**config.mk**
```make
export PLATFORM = sky130hd
export DESIGN_NAME = dtf_timers
export DESIGN_NICKNAME = d
export VERILOG_FILES = /design/src/include/dtf_pkg.sv /design/src/rtl/dtf_timers.sv /design/src/rtl/dtf_edge_sync.sv /design/src/rtl/dtf_prescaler.sv
export SDC_FILE = /design/constraint.sdc
export NUM_CORES = 1
export LEC_CHECK = 0
export BUFFER_PORTS_ARGS = -buffer_cell sky130_fd_sc_hd__buf_2
export CAP_MARGIN = 5
export CORE_ASPECT_RATIO = 2
export CORE_MARGIN = 5
export CORE_UTILIZATION = 55
export DETAILED_ROUTE_END_ITERATION = 8
export HOLD_SLACK_MARGIN = 0.15
export PLACE_DENSITY = 0.75
export RECOVER_POWER = 100
export SLEW_MARGIN = 10
export SYNTH_ARGS = -nofsm -noshare
export SYNTH_HDL_FRONTEND = slang
export SYNTH_SLANG_ARGS = --single-unit
export TNS_END_PERCENT = 1
```
**constraint.sdc**
```tcl
create_clock -name clk_sys_i -period 5.8 [get_ports clk_sys_i]
set_input_delay 0.29 -clock clk_sys_i [delete_from_list [all_inputs] [get_ports clk_sys_i]]
set_output_delay 0.29 -clock clk_sys_i [all_outputs]
set_load 0.02 [all_outputs]
```
**src/include/dtf_pkg.sv**
```systemverilog
// Purpose: Constants shared by the dual timer block
// Assumes: 8-bit register port, 10 MHz system clock
// Notes: Offsets are word indexes on the plain register port

package dtf_pkg;

  // ******************************************************************
  // Register offsets
  // ******************************************************************
  localparam logic [3:0] OFS_CNT_LO_A = 4'h0;
  localparam logic [3:0] OFS_CNT_HI_A = 4'h1;
  localparam logic [3:0] OFS_CNT_LO_B = 4'h2;
  localparam logic [3:0] OFS_CNT_HI_B = 4'h3;
  localparam logic [3:0] OFS_CTRL = 4'h4;
  localparam logic [3:0] OFS_MODE = 4'h5;
  localparam logic [3:0] OFS_SCALE = 4'h6;
  localparam logic [3:0] OFS_IRQ_MASK = 4'h7;
  localparam logic [3:0] OFS_EXT_CFG = 4'h8;

  // ******************************************************************
  // Field positions
  // ******************************************************************
  localparam int CTRL_TF_B = 7;
  localparam int CTRL_RUN_B = 6;
  localparam int CTRL_TF_A = 5;
  localparam int CTRL_RUN_A = 4;
  localparam int MODE_GATE_B = 7;
  localparam int MODE_CS_B = 6;
  localparam int MODE_SEL_B = 4;
  localparam int MODE_GATE_A = 3;
  localparam int MODE_CS_A = 2;
  localparam int MODE_SEL_A = 0;
  localparam int SCALE_SYS_B = 3;
  localparam int SCALE_SYS_A = 2;
  localparam int SCALE_PRE = 0;
  localparam int MASK_ALLOW_B = 3;
  localparam int MASK_ALLOW_A = 1;
  localparam int EXT_POL_B = 7;
  localparam int EXT_POL_A = 3;

  // ******************************************************************
  // Reset values
  // ******************************************************************
  localparam logic [7:0] RST_BYTE = 8'h00;

  // ******************************************************************
  // Modes and prescale codes
  // ******************************************************************
  localparam logic [1:0] MODE_13BIT = 2'h0;
  localparam logic [1:0] MODE_16BIT = 2'h1;
  localparam logic [1:0] MODE_RELOAD = 2'h2;
  localparam logic [1:0] MODE_SPLIT = 2'h3;
  localparam logic [1:0] PRE_DIV12 = 2'h0;
  localparam logic [1:0] PRE_DIV4 = 2'h1;
  localparam logic [1:0] PRE_DIV48 = 2'h2;
  localparam logic [1:0] PRE_EXT8 = 2'h3;

  // ******************************************************************
  // Division counts (terminal values)
  // ******************************************************************
  localparam logic [5:0] DIV12_LAST = 6'h0b;
  localparam logic [5:0] DIV4_LAST = 6'h03;
  localparam logic [5:0] DIV48_LAST = 6'h2f;
  localparam logic [5:0] EXT8_LAST = 6'h07;

endpackage

```
**src/rtl/dtf_timers.sv**
```systemverilog
// Purpose: Two 16-bit counter/timers, four modes on A, three on B (B holds its count in mode 3)
// Assumes: Plain register port, inputs sampled on clk_sys_i
// Notes: Read data appear only in the cycle after the read strobe
`timescale 1ns/10ps
module dtf_timers (
  // Clock and reset
  input wire logic clk_sys_i,
  input wire logic rstn_i,
  // Register port
  input wire logic [3:0] addr_i,
  input wire logic [7:0] wdata_i,
  input wire logic wr_i,
  input wire logic rd_i,
  output logic [7:0] rdata_o,
  // External pins
  input wire logic count_pin_a_i,
  input wire logic count_pin_b_i,
  input wire logic gating_input_a_i,
  input wire logic gating_input_b_i,
  input wire logic ext_clk_i,
  // Requests and overflow
  output logic irq_req_a_o,
  output logic irq_req_b_o,
  output logic ovf_b_o
);

  // ******************************************************************
  // Count step helper
  // ******************************************************************

  // Advance one count; returns {overflow, high, low}
  function automatic logic [16:0] dtf_step(input logic [1:0] mode,
                                           input logic [7:0] lo,
                                           input logic [7:0] hi);
    logic [13:0] v13;
    logic [16:0] v16;
    logic [8:0] v8;
    logic [16:0] r;
    v13 = {1'b0, hi, lo[4:0]} + 14'h0001;
    v16 = {1'b0, hi, lo} + 17'h00001;
    v8 = {1'b0, lo} + 9'h001;
    r = {1'b0, hi, lo};
    unique case (mode)
      dtf_pkg::MODE_13BIT: begin
        // Upper low-byte bits left alone
        r = {v13[13], v13[12:5], lo[7:5], v13[4:0]};
      end
      dtf_pkg::MODE_16BIT: begin
        r = v16;
      end
      dtf_pkg::MODE_RELOAD: begin
        // Wrap reloads low from high, high untouched
        r = v8[8] ? {1'b1, hi, hi} : {1'b0, hi, v8[7:0]};
      end
      dtf_pkg::MODE_SPLIT: begin
        r = {1'b0, hi, lo};
      end
    endcase
    return r;
  endfunction

  // Pick the count source for a timer
  function automatic logic dtf_src(input logic cs, input logic sys,
                                   input logic ext_fall,
                                   input logic pre_tick);
    logic t;
    t = cs ? ext_fall : (sys ? 1'b1 : pre_tick);
    return t;
  endfunction

  // ******************************************************************
  // State
  // ******************************************************************
  logic [7:0] lo_a_q, lo_a_d, hi_a_q, hi_a_d;
  logic [7:0] lo_b_q, lo_b_d, hi_b_q, hi_b_d;
  logic [7:0] ctrl_q, ctrl_d;
  logic [7:0] mode_q, mode_d;
  logic [7:0] scale_q, scale_d;
  logic [7:0] mask_q, mask_d;
  logic [7:0] ext_cfg_q, ext_cfg_d;
  logic [7:0] rdata_q, rdata_d;
  logic ovf_b_q, ovf_b_d;

  // Synchronised pins
  logic [4:0] pin_level, pin_fall;
  logic fall_a, fall_b, gin_a, gin_b, pre_tick;

  // Decoded controls
  logic [1:0] mode_a, mode_b;
  logic run_a, run_b, gate_a, gate_b, cs_a, cs_b;
  logic sys_a, sys_b, pol_a, pol_b;
  logic en_a, en_b, tick_a, tick_b, tick_hi;
  logic split;
  logic [16:0] step_a, step_b;
  logic [8:0] inc_lo_a, inc_hi_a;
  logic set_tf_a, set_tf_b, ovf_b_evt;

  // ******************************************************************
  // Input synchronisers and prescaler
  // ******************************************************************

  // All pins pass through the synchroniser
  dtf_edge_sync #(
    .W(5)
  ) u_sync (
    .clk_sys_i(clk_sys_i),
    .rstn_i(rstn_i),
    .async_i({ext_clk_i, gating_input_b_i, gating_input_a_i,
              count_pin_b_i, count_pin_a_i}),
    .level_o(pin_level),
    .fall_o(pin_fall)
  );

  assign fall_a = pin_fall[0];
  assign fall_b = pin_fall[1];
  assign gin_a = pin_level[2];
  assign gin_b = pin_level[3];

  // Shared prescaled clock tick
  dtf_prescaler u_pre (
    .clk_sys_i(clk_sys_i),
    .rstn_i(rstn_i),
    .scale_i(scale_q[dtf_pkg::SCALE_PRE +: 2]),
    .ext_fall_i(pin_fall[4]),
    .tick_o(pre_tick)
  );

  // ******************************************************************
  // Control decode
  // ******************************************************************

  // Field extraction
  always_comb begin
    mode_a = mode_q[dtf_pkg::MODE_SEL_A +: 2];
    mode_b = mode_q[dtf_pkg::MODE_SEL_B +: 2];
    gate_a = mode_q[dtf_pkg::MODE_GATE_A];
    gate_b = mode_q[dtf_pkg::MODE_GATE_B];
    cs_a = mode_q[dtf_pkg::MODE_CS_A];
    cs_b = mode_q[dtf_pkg::MODE_CS_B];
    run_a = ctrl_q[dtf_pkg::CTRL_RUN_A];
    run_b = ctrl_q[dtf_pkg::CTRL_RUN_B];
    sys_a = scale_q[dtf_pkg::SCALE_SYS_A];
    sys_b = scale_q[dtf_pkg::SCALE_SYS_B];
    pol_a = ext_cfg_q[dtf_pkg::EXT_POL_A];
    pol_b = ext_cfg_q[dtf_pkg::EXT_POL_B];
    split = (mode_a == dtf_pkg::MODE_SPLIT);
  end

  // Run gating
  always_comb begin
    en_a = run_a && (!gate_a || (gin_a == pol_a));
    en_b = run_b && (!gate_b || (gin_b == pol_b));
    tick_a = dtf_src(cs_a, sys_a, fall_a, pre_tick);
    tick_b = dtf_src(cs_b, sys_b, fall_b, pre_tick);
    // Split high byte never counts edges
    tick_hi = dtf_src(1'b0, sys_a, 1'b0, pre_tick);
  end

  // ******************************************************************
  // Counting and register next state
  // ******************************************************************

  // Next values for counts, flags and registers
  always_comb begin
    lo_a_d = lo_a_q;
    hi_a_d = hi_a_q;
    lo_b_d = lo_b_q;
    hi_b_d = hi_b_q;
    ctrl_d = ctrl_q;
    mode_d = mode_q;
    scale_d = scale_q;
    mask_d = mask_q;
    ext_cfg_d = ext_cfg_q;
    set_tf_a = 1'b0;
    set_tf_b = 1'b0;
    ovf_b_evt = 1'b0;
    step_a = dtf_step(mode_a, lo_a_q, hi_a_q);
    step_b = dtf_step(mode_b, lo_b_q, hi_b_q);
    inc_lo_a = {1'b0, lo_a_q} + 9'h001;
    inc_hi_a = {1'b0, hi_a_q} + 9'h001;

    // Timer A
    if (split) begin
      // Low byte with timer A controls
      if (en_a && tick_a) begin
        lo_a_d = inc_lo_a[7:0];
        set_tf_a = inc_lo_a[8];
      end
      // High byte on timer B run bit and flag
      if (run_b && tick_hi) begin
        hi_a_d = inc_hi_a[7:0];
        set_tf_b = inc_hi_a[8];
      end
    end else if (en_a && tick_a) begin
      {hi_a_d, lo_a_d} = step_a[15:0];
      set_tf_a = step_a[16];
    end

    // Timer B
    if (split) begin
      // Runs by mode alone, no edges, no flag
      if ((mode_b != dtf_pkg::MODE_SPLIT) &&
          dtf_src(1'b0, sys_b, 1'b0, pre_tick)) begin
        {hi_b_d, lo_b_d} = step_b[15:0];
        ovf_b_evt = step_b[16];
      end
    end else if ((mode_b != dtf_pkg::MODE_SPLIT) && en_b && tick_b) begin
      {hi_b_d, lo_b_d} = step_b[15:0];
      set_tf_b = step_b[16];
      ovf_b_evt = step_b[16];
    end

    // Software writes win over counting
    if (wr_i) begin
      unique case (addr_i)
        dtf_pkg::OFS_CNT_LO_A: lo_a_d = wdata_i;
        dtf_pkg::OFS_CNT_HI_A: hi_a_d = wdata_i;
        dtf_pkg::OFS_CNT_LO_B: lo_b_d = wdata_i;
        dtf_pkg::OFS_CNT_HI_B: hi_b_d = wdata_i;
        dtf_pkg::OFS_CTRL: ctrl_d = wdata_i;
        dtf_pkg::OFS_MODE: mode_d = wdata_i;
        dtf_pkg::OFS_SCALE: scale_d = wdata_i;
        dtf_pkg::OFS_IRQ_MASK: mask_d = wdata_i;
        dtf_pkg::OFS_EXT_CFG: ext_cfg_d = wdata_i;
        default: ctrl_d = ctrl_q;
      endcase
    end

    // Hardware set beats a same-cycle clear
    if (set_tf_a) begin
      ctrl_d[dtf_pkg::CTRL_TF_A] = 1'b1;
    end
    if (set_tf_b) begin
      ctrl_d[dtf_pkg::CTRL_TF_B] = 1'b1;
    end
    ovf_b_d = ovf_b_evt;
  end

  // Read mux, data only in the cycle after the strobe
  always_comb begin
    rdata_d = 8'h00;
    if (rd_i) begin
      unique case (addr_i)
        dtf_pkg::OFS_CNT_LO_A: rdata_d = lo_a_q;
        dtf_pkg::OFS_CNT_HI_A: rdata_d = hi_a_q;
        dtf_pkg::OFS_CNT_LO_B: rdata_d = lo_b_q;
        dtf_pkg::OFS_CNT_HI_B: rdata_d = hi_b_q;
        dtf_pkg::OFS_CTRL: rdata_d = ctrl_q;
        dtf_pkg::OFS_MODE: rdata_d = mode_q;
        dtf_pkg::OFS_SCALE: rdata_d = scale_q;
        dtf_pkg::OFS_IRQ_MASK: rdata_d = mask_q;
        dtf_pkg::OFS_EXT_CFG: rdata_d = ext_cfg_q;
        default: rdata_d = 8'h00;
      endcase
    end
  end

  // ******************************************************************
  // Registers
  // ******************************************************************

  // All state flops
  always_ff @(posedge clk_sys_i or negedge rstn_i) begin
    if (!rstn_i) begin
      lo_a_q <= dtf_pkg::RST_BYTE;
      hi_a_q <= dtf_pkg::RST_BYTE;
      lo_b_q <= dtf_pkg::RST_BYTE;
      hi_b_q <= dtf_pkg::RST_BYTE;
      ctrl_q <= dtf_pkg::RST_BYTE;
      mode_q <= dtf_pkg::RST_BYTE;
      scale_q <= dtf_pkg::RST_BYTE;
      mask_q <= dtf_pkg::RST_BYTE;
      ext_cfg_q <= dtf_pkg::RST_BYTE;
      rdata_q <= dtf_pkg::RST_BYTE;
      ovf_b_q <= 1'b0;
    end else begin
      lo_a_q <= lo_a_d;
      hi_a_q <= hi_a_d;
      lo_b_q <= lo_b_d;
      hi_b_q <= hi_b_d;
      ctrl_q <= ctrl_d;
      mode_q <= mode_d;
      scale_q <= scale_d;
      mask_q <= mask_d;
      ext_cfg_q <= ext_cfg_d;
      rdata_q <= rdata_d;
      ovf_b_q <= ovf_b_d;
    end
  end

  // ******************************************************************
  // Outputs
  // ******************************************************************

  // Requests follow flag and enable bit
  assign irq_req_a_o = ctrl_q[dtf_pkg::CTRL_TF_A] &
                       mask_q[dtf_pkg::MASK_ALLOW_A];
  assign irq_req_b_o = ctrl_q[dtf_pkg::CTRL_TF_B] &
                       mask_q[dtf_pkg::MASK_ALLOW_B];
  assign ovf_b_o = ovf_b_q;
  assign rdata_o = rdata_q;

endmodule

```
**src/rtl/dtf_edge_sync.sv**
```systemverilog
// Purpose: Two-flop synchroniser with falling-edge detect
// Assumes: Inputs asynchronous to clk_sys_i
// Notes: Edge taken between second and third flop only
`timescale 1ns/10ps
module dtf_edge_sync #(
  parameter int W = 5
) (
  // Clock and reset
  input wire logic clk_sys_i,
  input wire logic rstn_i,
  // Raw inputs
  input wire logic [W-1:0] async_i,
  // Synchronised level and falling-edge pulse
  output logic [W-1:0] level_o,
  output logic [W-1:0] fall_o
);

  logic [W-1:0] s1_q, s2_q, s3_q;
  logic [W-1:0] s1_d, s2_d, s3_d;

  // Shift chain next values
  always_comb begin
    s1_d = async_i;
    s2_d = s1_q;
    s3_d = s2_q;
  end

  // Synchroniser flops
  always_ff @(posedge clk_sys_i or negedge rstn_i) begin
    if (!rstn_i) begin
      s1_q <= '0;
      s2_q <= '0;
      s3_q <= '0;
    end else begin
      s1_q <= s1_d;
      s2_q <= s2_d;
      s3_q <= s3_d;
    end
  end

  // One pulse per high-to-low change
  assign level_o = s2_q;
  assign fall_o = s3_q & ~s2_q;

endmodule

```
**src/rtl/dtf_prescaler.sv**
```systemverilog
// Purpose: Shared prescaler for both timers
// Assumes: ext_fall_i is a synchronised one-cycle pulse
// Notes: tick_o is a one-cycle pulse
`timescale 1ns/10ps
module dtf_prescaler (
  // Clock and reset
  input wire logic clk_sys_i,
  input wire logic rstn_i,
  // Control
  input wire logic [1:0] scale_i,
  input wire logic ext_fall_i,
  // Prescaled tick
  output logic tick_o
);

  logic [5:0] cnt_q, cnt_d;
  logic [5:0] last;
  logic adv;

  // Divide selection and counter step
  always_comb begin
    unique case (scale_i)
      dtf_pkg::PRE_DIV12: last = dtf_pkg::DIV12_LAST;
      dtf_pkg::PRE_DIV4: last = dtf_pkg::DIV4_LAST;
      dtf_pkg::PRE_DIV48: last = dtf_pkg::DIV48_LAST;
      dtf_pkg::PRE_EXT8: last = dtf_pkg::EXT8_LAST;
    endcase
    adv = (scale_i == dtf_pkg::PRE_EXT8) ? ext_fall_i : 1'b1;
    tick_o = adv && (cnt_q >= last);
    cnt_d = cnt_q;
    if (adv) begin
      cnt_d = (cnt_q >= last) ? 6'h00 : cnt_q + 6'h01;
    end
  end

  // Counter register
  always_ff @(posedge clk_sys_i or negedge rstn_i) begin
    if (!rstn_i) begin
      cnt_q <= 6'h00;
    end else begin
      cnt_q <= cnt_d;
    end
  end

endmodule

```
==> Yosys cells after proc, flatten, opt, wreduce, memory -nomap -nowiden <==
Index checks and enable logic that the tools add are counted.
{ "op_classes": {"add_sub_neg": 8, "order_cmp": 1, "n_eq_ne": 20, "n_mux": 47, "n_bitwise": 4, "reduce_logical": 27} }
{ "ops": {"columns": ["operator", "count"], "rows": [
  ["8-bit two-way mux", 23],
  ["8-bit one-hot mux with 9 select lines", 1],
  ["17-bit one-hot mux with 4 select lines", 1],
  ["17-bit one-hot mux with 3 select lines", 1],
  ["16-bit by 1-bit adder with 17-bit output (second input constant)", 2],
  ["17-bit two-way mux", 2],
  ["13-bit by 1-bit adder with 14-bit output (second input constant)", 2],
  ["8-bit by 1-bit adder with 9-bit output (second input constant)", 3],
  ["6-bit one-hot mux with 4 select lines", 1],
  ["1-bit two-way mux", 17],
  ["4-bit by 3-bit equality test with 1-bit output (second input constant)", 4],
  ["2-bit AND reduction", 7],
  ["2-bit equality test (second input constant)", 6],
  ["4-bit by 2-bit equality test with 1-bit output (second input constant)", 2],
  ["1-bit logical AND", 8],
  ["2-bit nonzero test", 4],
  ["6-bit by 1-bit adder with 6-bit output (second input constant)", 1],
  ["2-bit by 1-bit equality test with 1-bit output (second input constant)", 3],
  ["6-bit >= comparator", 1],
  ["2-bit logical NOT", 3],
  ["6-bit two-way mux", 1],
  ["5-bit AND", 1],
  ["5-bit NOT", 1],
  ["4-bit by 1-bit equality test with 1-bit output (second input constant)", 1],
  ["other kinds (7)", 11]
]} }
{ "word_totals": {"register_bits": 102, "in_bits": 21, "out_inout_bits": 11, "wordCells": 124} }

==> Longest topological paths before layout <==
Gate-level depths: netlist (run 1).
{ "depth": {"depth_word": 12, "ltp_mapped": 10} }

==> Modules after synthesis <==
From an unflattened synthesis (run 1), not the netlist that was laid out.
{ "unflattened": {"hier_cells": 684, "hier_area_um2": 6439.9} }
{ "modules_own_cells": {"columns": ["mod", "n_inst", "cells_each", "area_each_um2", "seq_area_each_um2"], "rows": [
  ["dtf_timers", 1, 620, 5564.1, 2026.9],
  ["dtf_edge_sync", 1, 20, 444.2, 375.4],
  ["dtf_prescaler", 1, 44, 431.7, 150.1]
]} }

==> Worst setup path after synthesis (run 1) <==
Ideal clock, no wire load.
{ "synth_path": {"path_kind": "register -> register", "from": "register scale_q[0]", "to": "register hi_b_q[0]", "setup_ps": 87, "t_arrival_ps": 2294, "required_time_ps": 5713, "path_slack_ps": 3419, "stages_incl_launch_ff": 10, "path_cell_list": "dfrtp_1 -> nand2b_1 -> ha_1 -> nand2_1 -> o211ai_2 -> a211oi_2 -> o22a_1 -> buf_6 -> or4_1 -> o211ai_1"} }
{ "synth_between": {"elab_chain_cells": 11, "elab_cells_between_ends": 17} }
{ "synth_rtl": {"columns": ["element", "line_no", "rtl"], "rows": [
  ["from (decl)", "dtf_timers.sv:78", "logic [7:0] scale_q, scale_d;"],
  ["from (signal assigned)", "dtf_timers.sv:271", "scale_q <= dtf_pkg::RST_BYTE;"],
  ["from (signal assigned)", "dtf_timers.sv:283", "scale_q <= scale_d;"],
  ["2-bit equality test (tied with other cells)", "dtf_prescaler.sv:22, dtf_prescaler.sv:28", null],
  ["6-bit one-hot mux with 4 select lines", "dtf_prescaler.sv:22", "unique case (scale_i)"],
  ["6-bit >= comparator", "dtf_prescaler.sv:29", "tick_o = adv && (cnt_q >= last);"],
  ["1-bit logical AND (*)", "dtf_prescaler.sv:29", null],
  ["1-bit two-way mux (*)", "dtf_timers.sv:67", "t = cs ? ext_fall : (sys ? 1'b1 : pre_tick);"],
  ["1-bit two-way mux", "dtf_timers.sv:67", null],
  ["1-bit logical AND", "dtf_timers.sv:207", "end else if ((mode_b != dtf_pkg::MODE_SPLIT) && en_b && tick_b) begin"],
  ["8-bit two-way mux", "dtf_timers.sv:207", null],
  ["8-bit two-way mux (*)", "dtf_timers.sv:200", "if (split) begin"],
  ["8-bit two-way mux", "dtf_timers.sv:215", "unique case (addr_i)"],
  ["8-bit two-way mux (*)", "dtf_timers.sv:214", "if (wr_i) begin"],
  ["net hi_b_d[0]", "dtf_timers.sv:75", "logic [7:0] lo_b_q, lo_b_d, hi_b_q, hi_b_d;"],
  ["to (signal assigned)", "dtf_timers.sv:268", "hi_b_q <= dtf_pkg::RST_BYTE;"],
  ["to (signal assigned)", "dtf_timers.sv:280", "hi_b_q <= hi_b_d;"],
  ["to (decl)", "dtf_timers.sv:75", null]
]} }
The timed path passes the listed nets; every way through them passes the cells marked *. The select of a mux whose other input is x is not followed.
A chain may end at the register's enable or synchronous reset.

==> results of run 1 <==
[metrics by stage]
step / power, mW / hold WS, ns / area [um^2] / cells
detailed placement: 2.24 / 0.270 / 6550 / 849
floorplan: 1.93 / -0.00559 / 6460 / 730
CTS: 2.83 / 0.289 / 6890 / 871
finish: 2.83 / 0.294 / 6840 / 871
global route: 3.00 / 0.298 / 6840 / 871
global placement: 2.20 / 0.257 / 6550 / 849
[worst max-delay path by stage]
stage,endpoint,cells after the start
after floorplan,hi_b_q[0]$_DFF_PN0_,9
after global placement,hi_b_q[5]$_DFF_PN0_,8
after detailed placement,hi_b_q[3]$_DFF_PN0_,8
after CTS,hi_b_q[3]$_DFF_PN0_,8
after global routing,hi_a_q[4]$_DFF_PN0_,3
final,hi_a_q[4]$_DFF_PN0_,3
[flip-flops by register name (all words and copies together) (netlist names)]
signal	flops
u_pre.cnt_q	6
scale_q	8
u_sync.level_o	5
ctrl_q	8
hi_b_q	8
u_sync.s3_q	3
ovf_b_o	1
u_sync.s1_q	5
mode_q	8
lo_a_q	8
hi_a_q	8
ext_cfg_q	8
mask_q	8
lo_b_q	8
rdata_o	8
[critical path, delay by kind of cell]
family	cells	cell delay [ns]
buffers and inverters	3	3.29
[cell usage in the layout, fill, tap and decap left out, types with 10 or more instances in the layout]
master	instances
nand2b_1	15
o22ai_1	14
and3_1	11
nor3_1	20
a31oi_1	19
a21oi_1	30
dfrtp_1	100
mux2i_1	33
ha_1	10
clkbuf_1	12
nand2_1	68
nand3_1	24
buf_2	19
mux2_2	32
nor2_1	69
xnor2_1	12
inv_1	18
o21ai_0	51
a211oi_1	15
[report_power, final]
group / internal, mW / switching [mW] / leakage, nW / total (mW)
clock: 0.298 / 0.285 / 0.142 / 0.583
sequential: 0.876 / 0.349 / 1.22 / 1.23
combinational: 0.439 / 0.586 / 1.38 / 1.02
total: 1.61 / 1.22 / 2.74 / 2.83
[layer usage]
| metal | up-vias | part of all wire [%] | track usage, % |
|---|---|---|---|
| li1 | 2670 | - | - |
| met1 | 2804 | 37 | 31.8 |
| met2 | 233 | 52 | 48.1 |
| met3 | 85 | 4.1 | 2.93 |
| met4 | 0 | 6.9 | 18.1 |
| met5 | - | 0 | 0 |
[cells by family after synthesis]
group           count (synthesis)  synth area share, %
fa+ha+maj                      10                 1.94
buf+inv                        80                 5.35
mux                            67                 11.4
flops                         100                 38.7
xor+xnor                       16                 2.17
compound gates                198                 20.6
simple gates                  259                 19.8
[cell type report]
cell class / count / area share [%]
Tap cell: 145 / 2.65
Timing Repair Buffer: 39 / 3.11
Clock inverter: 7 / 0.823
Sequential cell: 100 / 36.6
Multi-Input combinational cell: 550 / 52.4
Inverter: 21 / 1.15
Clock buffer: 9 / 3.29
==> summary.md, run 1 <==
| Metric | Value |
|---|---|
| Reg2Reg Capture Point | hi_b_q[3]$_DFF_PN0_ |
| Die Wd | 86.6 um |
| Detailed placement HPWL | 14200 um |
| Via/cell ratio | 6.65 |
| Pre-CTS setup slack | 2.93 ns |
| Worst-path clk slew | 0.07 ns |
| Min-delay worst type | primary input to flop |
| Rel. slew slack | -27.7% |
| Routed vias | 5792 |
| Core area | 11600 um^2 |
| Worst ir drop on vdd | 0.209 mV |
| Hold Buf Count CTS | 6 |
| Initial antenna violation count | 0 |
| WHS Path Cells | 3 |
| Largest net degree at the start of global routing | 67 |
| Crit path DAT | 3.65 ns |
| Worst R2R Start | scale_q[0]$_DFFE_PN0P_ |
| Status | complete, but fails checks |
| Final antenna diode count | 0 |
| Initial Util | 55.5% |
| First-pass GRT wire length | 30100 um |
| Post-synth cell types | 75 |
| Max Root-Sink Buffers | 2 |
| Clk_lat worst skew | 0.35 ns |
| Die area | 14100 um^2 |
| # port buffers | 31 |
| Yosys top cell by area | dfrtp_1 |
| Critical path required time | 5.96 ns |
| Setup violations, final | 0 |
| Synth area leaders | dfrtp_1 39%, mux2_2 5.6%, mux2i_1 5.1% |
| DRT Pass-1 Iters | 6 |
| RD Place Congestion | 0.943 |
| Clk sinks | 100 |
| CTS tree | yes |
| RSZ-0062 raised after global routing | false |
| Crit-path cells | dlygate4sd3_1, clkbuf_1, clkbuf_2 |
| Share of layout cells above drive strength 1 | 11.6% |
| Root Driver | clkbuf_16 |
| Max-slew violation count | 133 |
| Final WL | 19100 um |
| Yosys top cell area share | 38.7% |
| Length in cells of the worst reg-to-reg path | 8 |
| Post-route setup TNS | 0 ns |
| Vias in the first global route | 5540 |
| Crit-path max FO | 66 |
| Seq/Total Area, Yosys | 38.7% |
| Max stage delay on crit path | 1.40 ns |
| Yosys reg bits | 100 |
| Crit path launch type | primary input |
| Die H | 163 um |
| Cell area after synthesis | 6460 um^2 |
| Fillers | 1076 |
| Resize count post-CTS | 0 |
| Hold Startpoint | wdata_i[4] |
| Fmax achieved | 0.287 GHz |
| Total CTS buffers | 9 |
| Critical path launch point | rstn_i |
| Syn-to-layout area delta | 5.93% |
| Io pins | 32 |
| Synth cell count leaders | 100 x dfrtp_1, 69 x nor2_1, 68 x nand2_1 |
| Post-synthesis async set-or-reset flop share | 100% |
| Setup bufs post-CTS | 0 |
| Post-DR wirelength/cell | 21.9 um |
| Iter 0 DRT Violations | 439 |
| H-Tree Depth | 3 |
| WHS Endpoint | ctrl_q[4]$_DFFE_PN0P_ |
| Post-detailed-route count of antenna-violating nets | 0 |
| Avg Cell Area, Syn | 8.85 um^2 |
| Post-layout min period | 3.49 ns |
| Count leader, synth | dfrtp_1 |
| GRT Total Usage | 27.8% |
| R2r setup slk | 2.66 ns |
| Worst Max-Slew Pin Slew | 1.91 ns |
| Final Hold Vio Count | 0 |
| Setup ws final | 2.31 ns |
| Mapped Cells | 730 |
| Sequential cell area | 2500 um^2 |
| Multi-input gate area | 3580 um^2 |
| Maxcap violations | 3 |
| NumNets Final | 752 |
| Grt ovf | 0 |
| Row cnt | 56 |
| Critical Path End Type | asynchronous set/reset pin |
| Post-synth EDFFs | 0 |
| Top FF cell, synth | dfrtp_1 |
| Pleak | 2.74 nW |
| YS warnings | 0 |
| Setup Skew | 0.00795 ns |
| Final Util | 58.8% |
| DRC | 0 |
| Slowest CP cell | clkbuf_2 |
| Net Count, Synth | 761 |
| PD cells | 414 nW/um^2 |
| Failing checks | max-capacitance violations, max-slew violations |
| Final period utilization | 60.1% |
| Crit path kind | primary input to asynchronous set/reset pin |
(Power assumes the default switching activity.)
==> inputs of run 2 (changes only) <==
--- a/config.mk
+++ b/config.mk
@@ -12,7 +12,7 @@
 export CORE_UTILIZATION = 55
 export DETAILED_ROUTE_END_ITERATION = 8
 export HOLD_SLACK_MARGIN = 0.15
-export PLACE_DENSITY = 0.75
+export PLACE_DENSITY = 0.78
 export RECOVER_POWER = 100
 export SLEW_MARGIN = 10
 export SYNTH_ARGS = -nofsm -noshare
==> constraint.sdc (replaced) <==
create_clock -name clk_sys_i -period 3 [get_ports clk_sys_i]
set_input_delay 0.15 -clock clk_sys_i [delete_from_list [all_inputs] [get_ports clk_sys_i]]
set_output_delay 0.15 -clock clk_sys_i [all_outputs]
set_load 0.02 [all_outputs]
==> summary.md, run 2 (synthesis gave the netlist of run 1 again) <==
| Metric | Value |
|---|---|
| Status | complete, but fails checks |
| Failing checks | max-capacitance violations, max-slew violations |
| CTS tree | yes |
| Row cnt | 56 (unchanged) |
| Final period utilization | 96.3% |
| Iter 0 DRT Violations | 561 (+28%) |
| Setup bufs post-CTS | 0 (unchanged) |
| Routed vias | 6064 (+4.7%) |
| DRC | 0 (unchanged) |
| Share of layout cells above drive strength 1 | 14.3% (+2.7 points) |
| Initial Util | 55.5% (unchanged) |
| Setup Skew | 0.00960 ns (+0.00165 ns) |
| Clk_lat worst skew | 0.35 ns (about the same) |
| Largest net degree at the start of global routing | 40 (-40%) |
| Crit path launch type | flop |
| Die H | 163 um (unchanged) |
| Maxcap violations | 1 (-2) |
| Crit path kind | flop to flop |
| Worst ir drop on vdd | 0.542 mV (+160%) |
| Post-route setup TNS | 0 ns (unchanged) |
| Post-DR wirelength/cell | 22.8 um (+3.9%) |
| Commonest cells after routing, fill and taps aside | 100 x dfrtp_1, 69 x nor2_1, 68 x nand2_1 |
| Rel. slew slack | -47.1% (-19 points) |
| PD cells | 798 nW/um^2 (+93%) |
| Worst-path clk slew | 0.07 ns (about the same) |
| Worst Max-Slew Pin Slew | 2.21 ns (+0.292 ns) |
| Setup violations, final | 0 (unchanged) |
| Initial antenna violation count | 0 (unchanged) |
| Detailed placement HPWL | 15300 um (+7.2%) |
| First-pass GRT wire length | 32300 um (+7.1%) |
| Max-slew violation count | 40 (-70%) |
| # port buffers | 31 (unchanged) |
| NumNets Final | 775 (+3.1%) |
| Critical Path End Type | flop |
| GRT Total Usage | 29.9% (+2.1 points) |
| Crit path DAT | 3.13 ns (-0.52 ns) |
| Die Wd | 86.6 um (unchanged) |
| H-Tree Depth | 3 (unchanged) |
| Post-detailed-route count of antenna-violating nets | 0 (unchanged) |
| Setup ws final | 0.112 ns (-2.20 ns) |
| Hold Startpoint | wdata_i[5] |
| Via/cell ratio | 6.78 (+2.0%) |
| Final antenna diode count | 0 (unchanged) |
| Worst R2R Start | scale_q[0]$_DFFE_PN0P_ |
| DRT Pass-1 Iters | 5 (-1) |
| Fmax achieved | 0.346 GHz |
| Pre-CTS setup slack | 0.124 ns (-2.81 ns) |
| Io pins | 32 (unchanged) |
| Commonest non-fill, non-tap cell in the layout | dfrtp_1 |
| Syn-to-layout area delta | 9.11% |
| Root Driver | clkbuf_16 |
| Final Hold Vio Count | 0 (unchanged) |
| RSZ-0062 raised after global routing | false |
| Core area | 11600 um^2 (unchanged) |
| Crit-path max FO | 6 (-91%) |
| Pleak | 2.86 nW (+4.4%) |
| Clk sinks | 100 (unchanged) |
| Final WL | 20400 um (+6.6%) |
| Final Util | 60.6% (+1.8 points) |
| Max Root-Sink Buffers | 2 (unchanged) |
| Fillers | 1052 (-2.2%) |
| Critical path launch point | scale_q[0]$_DFFE_PN0P_ |
| Grt ovf | 0 (unchanged) |
| Min-delay worst type | primary input to flop |
| Critical path required time | 3.24 ns (-2.72 ns) |
| Post-layout min period | 2.89 ns |
| RD Place Congestion | 0.956 (+1.4%) |
| Die area | 14100 um^2 (unchanged) |
| Vias in the first global route | 6143 (+11%) |
| Total CTS buffers | 9 (unchanged) |
==> run 2: repair_timing <==
action	4_1_cts	5_1_grt
hold endpoints to repair	44	0
endpoints found under the setup margin	0	4
resized for setup	0	2
hold buffers	8	0
==> run 2: power breakdown <==
group / internal (mW) / total [mW] / switching (mW)
registers: 1.70 / 2.28 / 0.581
clock network: 0.620 / 1.14 / 0.519
logic: 0.925 / 2.21 / 1.28
total: 3.24 / 5.62 / 2.38
==> run 2: path summary, 6_finish.rpt <==
check                                              end  slack (ns)  cells after the start
max                                hi_a_q[5]$_DFF_PN0_        0.11                      9
min                                hi_b_q[5]$_DFF_PN0_        0.19                      3
max reg2reg                        hi_a_q[5]$_DFF_PN0_        0.11                      9
min reg2reg                u_sync.level_o[1]$_DFF_PN0_        0.35                      0
max in group asynchronous     ext_cfg_q[3]$_DFFE_PN0P_        0.54                      3
min in group asynchronous          lo_b_q[7]$_DFF_PN0_        0.99                      2
==> run 2: layout make-up <==
| cell class | count | area, um^2 | share of cell area, % |
|---|---|---|---|
| clock buffers | 11 | 253 | 3.59 |
| clock inverters | 5 | 42.5 | 0.604 |
| inverters | 21 | 78.8 | 1.12 |
| multi-input cells | 550 | 3600 | 51.1 |
| flip-flops and latches | 100 | 2500 | 35.5 |
| well taps | 145 | 181 | 2.57 |
| repair buffers | 62 | 385 | 5.47 |
==> run 2: through the flow <==
step	cells	hold WS (ns)	power (mW)	cell area [um^2]
3_5_place_dp	870	0.151	4.43	6700
2_1_floorplan	730	-0.146	3.73	6460
5_1_grt	894	0.197	5.94	7050
3_3_place_gp	870	0.155	4.35	6700
6_report	894	0.187	5.62	7050
4_1_cts	894	0.167	5.58	7080
==> run 2: worst max-delay path: stages, from the launching register on <==
cell       delay (ns)
dfrtp_1          0.45
nand2b_1         0.17
ha_1             0.28
o21ai_0          0.17
o211ai_1         0.18
o311ai_2         0.25
a2111oi_0        0.80
buf_4            0.22
a211oi_1         0.04
a211oi_1         0.22
==> run 2: routing by layer <==
| metal | share of wire (%) | track usage [%] |
|---|---|---|
| met5 | 0 | 0 |
| met1 | 34 | 31.8 |
| met2 | 51 | 51.2 |
| met4 | 9.5 | 24.8 |
| met3 | 5.1 | 3.74 |
